File: config.mk
export PLATFORM = sky130hd
export DESIGN_NAME = pdb_regs
export DESIGN_NICKNAME = d
export VERILOG_FILES = /design/src/hw/pdb_pkg.sv /design/src/hw/pdb_regs.sv
export SDC_FILE = /design/constraint.sdc
export NUM_CORES = 1
export LEC_CHECK = 0
export BUFFER_PORTS_ARGS = -buffer_cell sky130_fd_sc_hd__buf_2
export CAP_MARGIN = 20
export CORE_UTILIZATION = 51
export DETAILED_ROUTE_END_ITERATION = 8
export GPL_ROUTABILITY_DRIVEN = 0
export HOLD_SLACK_MARGIN = 0.02
export PLACE_DENSITY = 0.94
export SYNTH_ARGS = -nofsm -noshare
export SYNTH_HDL_FRONTEND = slang
export SYNTH_SLANG_ARGS = --single-unit
File: constraint.sdc
create_clock -name clk_sys -period 3.6 [get_ports clk_sys]
set_clock_uncertainty 0.15 [all_clocks]
set_input_delay 0.36 -clock clk_sys [delete_from_list [all_inputs] [get_ports clk_sys]]
set_output_delay 0.36 -clock clk_sys [all_outputs]
set_load 0.05 [all_outputs]
File: src/hw/pdb_pkg.sv
// Constants and types for the port drive boost and line swap register bank
package pdb_pkg;

   // ----------------------------------------
   // Sizes
   // ----------------------------------------
   localparam int NUM_PORTS = 8;
   localparam int BOOST_W   = 2;
   localparam int BOOST_ALL = NUM_PORTS * BOOST_W;

   // ----------------------------------------
   // Register offsets
   // ----------------------------------------
   localparam logic [7:0] ADDR_UP_BOOST = 8'hF6;
   localparam logic [7:0] ADDR_HI_BOOST = 8'hF7;
   localparam logic [7:0] ADDR_LO_BOOST = 8'hF8;
   localparam logic [7:0] ADDR_SWAP     = 8'hFA;

   // ----------------------------------------
   // Field layouts and reset values
   // ----------------------------------------
   localparam int UP_BOOST_MSB = 1;
   localparam int HI_BOOST_MSB = 5;
   localparam int P7_LSB       = 4;
   localparam int P6_LSB       = 2;
   localparam int P5_LSB       = 0;
   localparam int P4_LSB       = 6;
   localparam int P3_LSB       = 4;
   localparam int P2_LSB       = 2;
   localparam int P1_LSB       = 0;
   localparam int UP_PORT      = 0;
   localparam logic [7:0] RST_BYTE  = 8'h00;
   localparam logic [7:0] READ_ZERO = 8'h00;

   // ----------------------------------------
   // Boost codes
   // ----------------------------------------
   typedef enum logic [1:0] {
      PDB_BOOST_NONE = 2'h0,
      PDB_BOOST_LOW  = 2'h1,
      PDB_BOOST_MED  = 2'h2,
      PDB_BOOST_HIGH = 2'h3
   } pdb_boost_t;

endpackage : pdb_pkg

File: src/hw/pdb_regs.sv
// Port drive boost and line pair swap configuration register bank
//
// Operation
// - Upstream boost level is bits 1:0 of upstream boost register, passed unchanged.
// - Boost code: 0 none, 1 low ~4%, 2 medium ~8%, 3 high ~12%.
// - Ports 7, 6, 5 boost from high register bits 5:4, 3:2, 1:0.
// - Ports 4, 3, 2, 1 boost from low register bits 7:6, 5:4, 3:2, 1:0.
// - Swap clear: D+ on positive pin, D- on negative; set exchanges them.
// - Swap register bits 7..1 control downstream ports; bit 0 the upstream port.
`timescale 1ns/1ps

module pdb_regs
   import pdb_pkg::*;
(
   input  wire logic                 clk_sys,
   input  wire logic                 rst_b,
   input  wire logic [7:0]           cfg_addr,
   input  wire logic [7:0]           cfg_wdata,
   input  wire logic                 cfg_wr,
   input  wire logic                 cfg_rd,
   output logic      [7:0]           cfg_rdata,
   output logic      [BOOST_W-1:0]   upstream_boost_level,
   output logic      [BOOST_W-1:0]   port1_boost_level,
   output logic      [BOOST_W-1:0]   port2_boost_level,
   output logic      [BOOST_W-1:0]   port3_boost_level,
   output logic      [BOOST_W-1:0]   port4_boost_level,
   output logic      [BOOST_W-1:0]   port5_boost_level,
   output logic      [BOOST_W-1:0]   port6_boost_level,
   output logic      [BOOST_W-1:0]   port7_boost_level,
   output logic      [NUM_PORTS-1:0] boost_step_low,
   output logic      [NUM_PORTS-1:0] boost_step_med,
   output logic      [NUM_PORTS-1:0] boost_step_high,
   output logic      [NUM_PORTS-1:0] line_pair_swap_bits,
   input  wire logic [NUM_PORTS-1:0] tx_dplus,
   input  wire logic [NUM_PORTS-1:0] tx_dminus,
   output logic      [NUM_PORTS-1:0] positive_line_pin,
   output logic      [NUM_PORTS-1:0] negative_line_pin,
   input  wire logic [NUM_PORTS-1:0] positive_line_in,
   input  wire logic [NUM_PORTS-1:0] negative_line_in,
   output logic      [NUM_PORTS-1:0] rx_dplus,
   output logic      [NUM_PORTS-1:0] rx_dminus
);

   // ----------------------------------------
   // Storage
   // ----------------------------------------
   // Reserved bits are not stored at all, so they cannot be written
   logic [UP_BOOST_MSB:0]  upstream_drive_boost;
   logic [HI_BOOST_MSB:0]  high_ports_drive_boost;
   logic [7:0]             low_ports_drive_boost;
   logic [NUM_PORTS-1:0]   line_pair_swap;
   logic [BOOST_ALL-1:0]   boost_vec;

   // ----------------------------------------
   // Decode
   // ----------------------------------------
   wire logic       wr_up   = cfg_wr && (cfg_addr == ADDR_UP_BOOST);
   wire logic       wr_hi   = cfg_wr && (cfg_addr == ADDR_HI_BOOST);
   wire logic       wr_lo   = cfg_wr && (cfg_addr == ADDR_LO_BOOST);
   wire logic       wr_swap = cfg_wr && (cfg_addr == ADDR_SWAP);
   wire logic [7:0] next_rdata;

   // Unmapped offsets read as zero
   assign next_rdata =
      (cfg_addr == ADDR_UP_BOOST) ? {6'h00, upstream_drive_boost}   :
      (cfg_addr == ADDR_HI_BOOST) ? {2'h0, high_ports_drive_boost}  :
      (cfg_addr == ADDR_LO_BOOST) ? low_ports_drive_boost           :
      (cfg_addr == ADDR_SWAP)     ? line_pair_swap                  :
      READ_ZERO;

   // ----------------------------------------
   // Registers
   // ----------------------------------------
   // Zero at reset keeps every port compliant until configured
   always_ff @(posedge clk_sys or negedge rst_b)
   begin
      if (!rst_b)
      begin
         upstream_drive_boost   <= RST_BYTE[UP_BOOST_MSB:0];
         high_ports_drive_boost <= RST_BYTE[HI_BOOST_MSB:0];
         low_ports_drive_boost  <= RST_BYTE;
         line_pair_swap         <= RST_BYTE;
         cfg_rdata              <= READ_ZERO;
      end
      else
      begin
         if (wr_up)
            upstream_drive_boost <= cfg_wdata[UP_BOOST_MSB:0];
         if (wr_hi)
            high_ports_drive_boost <= cfg_wdata[HI_BOOST_MSB:0];
         if (wr_lo)
            low_ports_drive_boost <= cfg_wdata;
         if (wr_swap)
            line_pair_swap <= cfg_wdata;
         if (cfg_rd)
            cfg_rdata <= next_rdata;
      end
   end

   // ----------------------------------------
   // Field routing
   // ----------------------------------------
   assign upstream_boost_level = upstream_drive_boost;
   assign port7_boost_level    = high_ports_drive_boost[P7_LSB +: BOOST_W];
   assign port6_boost_level    = high_ports_drive_boost[P6_LSB +: BOOST_W];
   assign port5_boost_level    = high_ports_drive_boost[P5_LSB +: BOOST_W];
   assign port4_boost_level    = low_ports_drive_boost[P4_LSB +: BOOST_W];
   assign port3_boost_level    = low_ports_drive_boost[P3_LSB +: BOOST_W];
   assign port2_boost_level    = low_ports_drive_boost[P2_LSB +: BOOST_W];
   assign port1_boost_level    = low_ports_drive_boost[P1_LSB +: BOOST_W];
   assign line_pair_swap_bits  = line_pair_swap;

   // Index 0 is upstream, index n is downstream port n
   assign boost_vec = {high_ports_drive_boost, low_ports_drive_boost, upstream_drive_boost};

   // ----------------------------------------
   // Per-port decode and pin swap
   // ----------------------------------------
   // One cycle of latency on the pin path is the price of flopped outputs
   for (genvar p = 0; p < NUM_PORTS; p++)
   begin : g_port
      wire pdb_boost_t code = pdb_boost_t'(boost_vec[p*BOOST_W +: BOOST_W]);
      wire logic       sw   = line_pair_swap[p];

      always_ff @(posedge clk_sys or negedge rst_b)
      begin
         if (!rst_b)
         begin
            boost_step_low[p]    <= 1'b0;
            boost_step_med[p]    <= 1'b0;
            boost_step_high[p]   <= 1'b0;
            positive_line_pin[p] <= 1'b0;
            negative_line_pin[p] <= 1'b0;
            rx_dplus[p]          <= 1'b0;
            rx_dminus[p]         <= 1'b0;
         end
         else
         begin
            boost_step_low[p]    <= (code == PDB_BOOST_LOW);
            boost_step_med[p]    <= (code == PDB_BOOST_MED);
            boost_step_high[p]   <= (code == PDB_BOOST_HIGH);
            positive_line_pin[p] <= sw ? tx_dminus[p] : tx_dplus[p];
            negative_line_pin[p] <= sw ? tx_dplus[p] : tx_dminus[p];
            rx_dplus[p]          <= sw ? negative_line_in[p] : positive_line_in[p];
            rx_dminus[p]         <= sw ? positive_line_in[p] : negative_line_in[p];
         end
      end
   end
endmodule : pdb_regs

==> summary by stage <==
Floorplan
The row count is 29. 140 I/O pins were placed. The die width is between 80 and 90 um. The initial standard-cell utilization of the core is roughly 53%. The floorplan die area is approximately 7000 um2. The die is ~83 um tall. The placeable core area is 6390 um2.

Power and ir drop
The post-route total power is approximately 2.1 mW. Dividing total power by cell area gives a power density of around 480 nW/um2. The worst-case IR drop observed on VDD is about 300 uV.

The analysis attributes to cell leakage a power of roughly 2.4 nW.

Placed design
The HPWL after detailed placement is 5010 um. The number of placed instances with taps included is roughly 430. The number of buffers added on ports is approximately 140.

Global route
The total overflow left after global routing is 0. The via count of the first global-routing pass is around 2400. The number of antenna violations at the first check in global routing was 0. The wire length of the first global-routing pass is 11200 um. The pin count of the biggest net entering global routing is 89. The overall global routing resource usage is between 20% and 30%.

Timing
Setup repair after global routing left no endpoint under its margin. The worst pin sits at a relative slew slack of 67.2%. The max-slew violation total from the final report came to 0. The number of hold violations in the final report was 0.

The tightest hold path in the finished design has a slack of around 0.11 ns. Dividing the final minimum period by the clock period gives 47.4%. The minimum period implied by the final worst setup slack is ~1.7 ns. The top achievable clock speed is between 0.5 and 0.6 GHz.

Setup violations remaining at the end of the flow were counted as 0. Adding up every negative setup slack in the final design gives 0 ns. The transition at the pin with the smallest max-transition slack is roughly 0.5 ns.

Detailed routing
The violation count after the first detailed-route iteration is between 70 and 80. For this run, design rule violations remaining after detail routing come to 0. The number of search-and-repair iterations in the first detailed-routing pass is 4. The number of vias per cell is 5.20.

The final routed wirelength across all metal layers is slightly below 7000 um. After detailed routing, the average wire length per cell comes to around 15 um. The total vias in the final route is ~2300. The number of nets with antenna violations after detailed routing is 0.

Worst setup path
STA classifies the critical path startpoint as a register. In this run the worst path has a maximum fanout of 7. STA classifies the critical path endpoint as an output pin. The cell with the biggest individual delay on the critical path is dfrtp_1. The maximum single-stage delay on the critical path is ~0.53 ns. For the worst setup path, the data arrival time is approximately 1.2 ns. The critical path is of the register to output pin type.

The critical path goes through buf_2. The number of buffers and inverters on the critical path is 1. In this run the register-to-register setup slack is 2.24 ns.

For the worst setup path, the data required time is between 3 and 4 ns. The top cell family by delay on the critical path is flip-flops.

Logic synthesis
The number of different library cells in the post-synthesis netlist is 26. The area fraction of the dominant cell type after synthesis is 65.1%. The largest total area in the synthesized netlist belongs to dfrtp_1. Counting every net in the synthesized netlist gives 268. Yosys attributes the largest share of cell area to dfrtp_1, mux2_2, nor2b_1, and2_1, mux2i_1. Counting every instance in the synthesized netlist gives 216. In this run, synthesis produced a sequential element count of 88. The share of the Yosys chip area taken by registers is about two thirds.

Yosys printed 0 warnings. The area of the mapped netlist is ~3400 um2. Dividing the synthesized area by the synthesized cell count gives approximately 16 um2.

Clock tree
TritonCTS built the clock tree. The root buffer cell is clkbuf_8. At the later pin of the worst-skew pair, clock insertion delay measures ~0.34 ns. The CTS clock-pin slew for the worst setup and hold paths is ~0.08 ns.

The number of clock buffers inserted by TritonCTS is 9. CTS saw just under 90 sinks. The count of instances resized after the clock tree is built is 0. CTS built an H-tree with a depth of 3.

Counting along the longest clock path gives a buffer depth of 2.

Finish
The end-of-flow core utilization is between 60 and 70%. The repair_antennas step left the layout with diodes totalling 0. The final-stage net count is between 400 and 500. The filler cells instantiated in the layout total roughly 480. The number of standard cells in the final layout excluding fillers is 446. The relative area change from synthesis to final layout is 30.0%. The most frequent standard cell in the layout excluding fill and tap cells is buf_2. The library cells used most frequently in the layout, excluding fill and tap cells, are buf_2, dfrtp_1, mux2_2.

The fraction of final layout cells with drive strength greater than 1 is ~59%.

Job
The tool flagged a number of max-cap violations equal to 0.

Min path
The path class of the tightest hold or removal check is primary input to register.

Status
The run finished with clean final reports.
-- where the power goes --
group | switching (mW) | internal (mW)
combinational | 0.220 | 0.0971
clock | 0.315 | 0.410
sequential | 0.0288 | 1.03
-- synth_stat cells (all sizes together) --
cell type	number
buf	3
mux2	60
nand2	1
dfrtp	88
o22ai	5
o32ai	3
and4b	1
nand4b	1
and4	1
nor2b	17
nand3b	1
and2	8
a22oi	4
nand4	1
nor3b	1
o22a	2
nor3	1
or3b	1
clkbuf	1
mux2i	5
nor4bb	1
inv	8
nand3	2
-- worst paths after layout --
check                                                       from                                   to  depth (start not counted)
hold reg to reg            high_ports_drive_boost[4]$_DFFE_PN0P_          boost_step_med[7]$_DFF_PN0_                          1
min in group asynchronous                                  rst_b       negative_line_pin[2]$_DFF_PN0_                          2
max in group asynchronous                                  rst_b  upstream_boost_level[1]$_DFFE_PN0P_                          3
setup reg to reg              line_pair_swap_bits[2]$_DFFE_PN0P_             cfg_rdata[2]$_DFFE_PN0P_                          3
hold / removal                                      tx_dminus[6]       negative_line_pin[6]$_DFF_PN0_                          2
setup / recovery              line_pair_swap_bits[2]$_DFFE_PN0P_               line_pair_swap_bits[2]                          1
-- metal layers --
layer  track usage, %  share of wire (%)  up-vias
li1                 -                  -     1065
met4             9.40                1.9        0
met5                0                  0        -
met3             4.47                5.7       14
met2             34.7                 50       89
met1             26.3                 42     1149
-- stage by stage --
step	cell area [um2]	setup slack [ns]
finish	4390	1.89
global route	4390	1.82
CTS	4360	1.86
detailed placement	4150	1.79
global placement	4150	1.84
floorplan	3380	1.99
-- sequential cells by signal, indices dropped and copies added (netlist names), 6 cells and up --
name and flops:
rx_dminus 8, boost_step_med 8, low_ports_drive_boost 8, boost_step_high 8, cfg_rdata 8, high_ports_drive_boost 6
line_pair_swap_bits 8, negative_line_pin 8, positive_line_pin 8, boost_step_low 8, rx_dplus 8
-- area by class of cell --
class	instances	area, um2	share of cell area, %
sequential	88	2200	50.1
multi-input combinational	116	1120	25.6
timing repair buffer	141	728	16.6
clock buffer	13	149	3.39
tap	77	96.3	2.19
clock inverter	3	65.1	1.48
inverter	8	30.0	0.683
-- cell families (layout without fill, tap and decap cells) --
kind of cell,Yosys count,count (layout),share of synthesized area [%]
flip-flops,88,88,65.1
multiplexers,65,65,21.6
AND/OR/NAND/NOR,37,37,8.55
AO/OA/AOI/OAI,14,14,3.11
buffers and inverters,12,165,1.63
-- timing repair --
item,in CTS,in global routing
endpoints found under the hold margin,0,39
endpoints found under the setup margin,0,0
hold buffers,0,1
buffers inserted,0,0
Power figures use the tool's default switching activity.
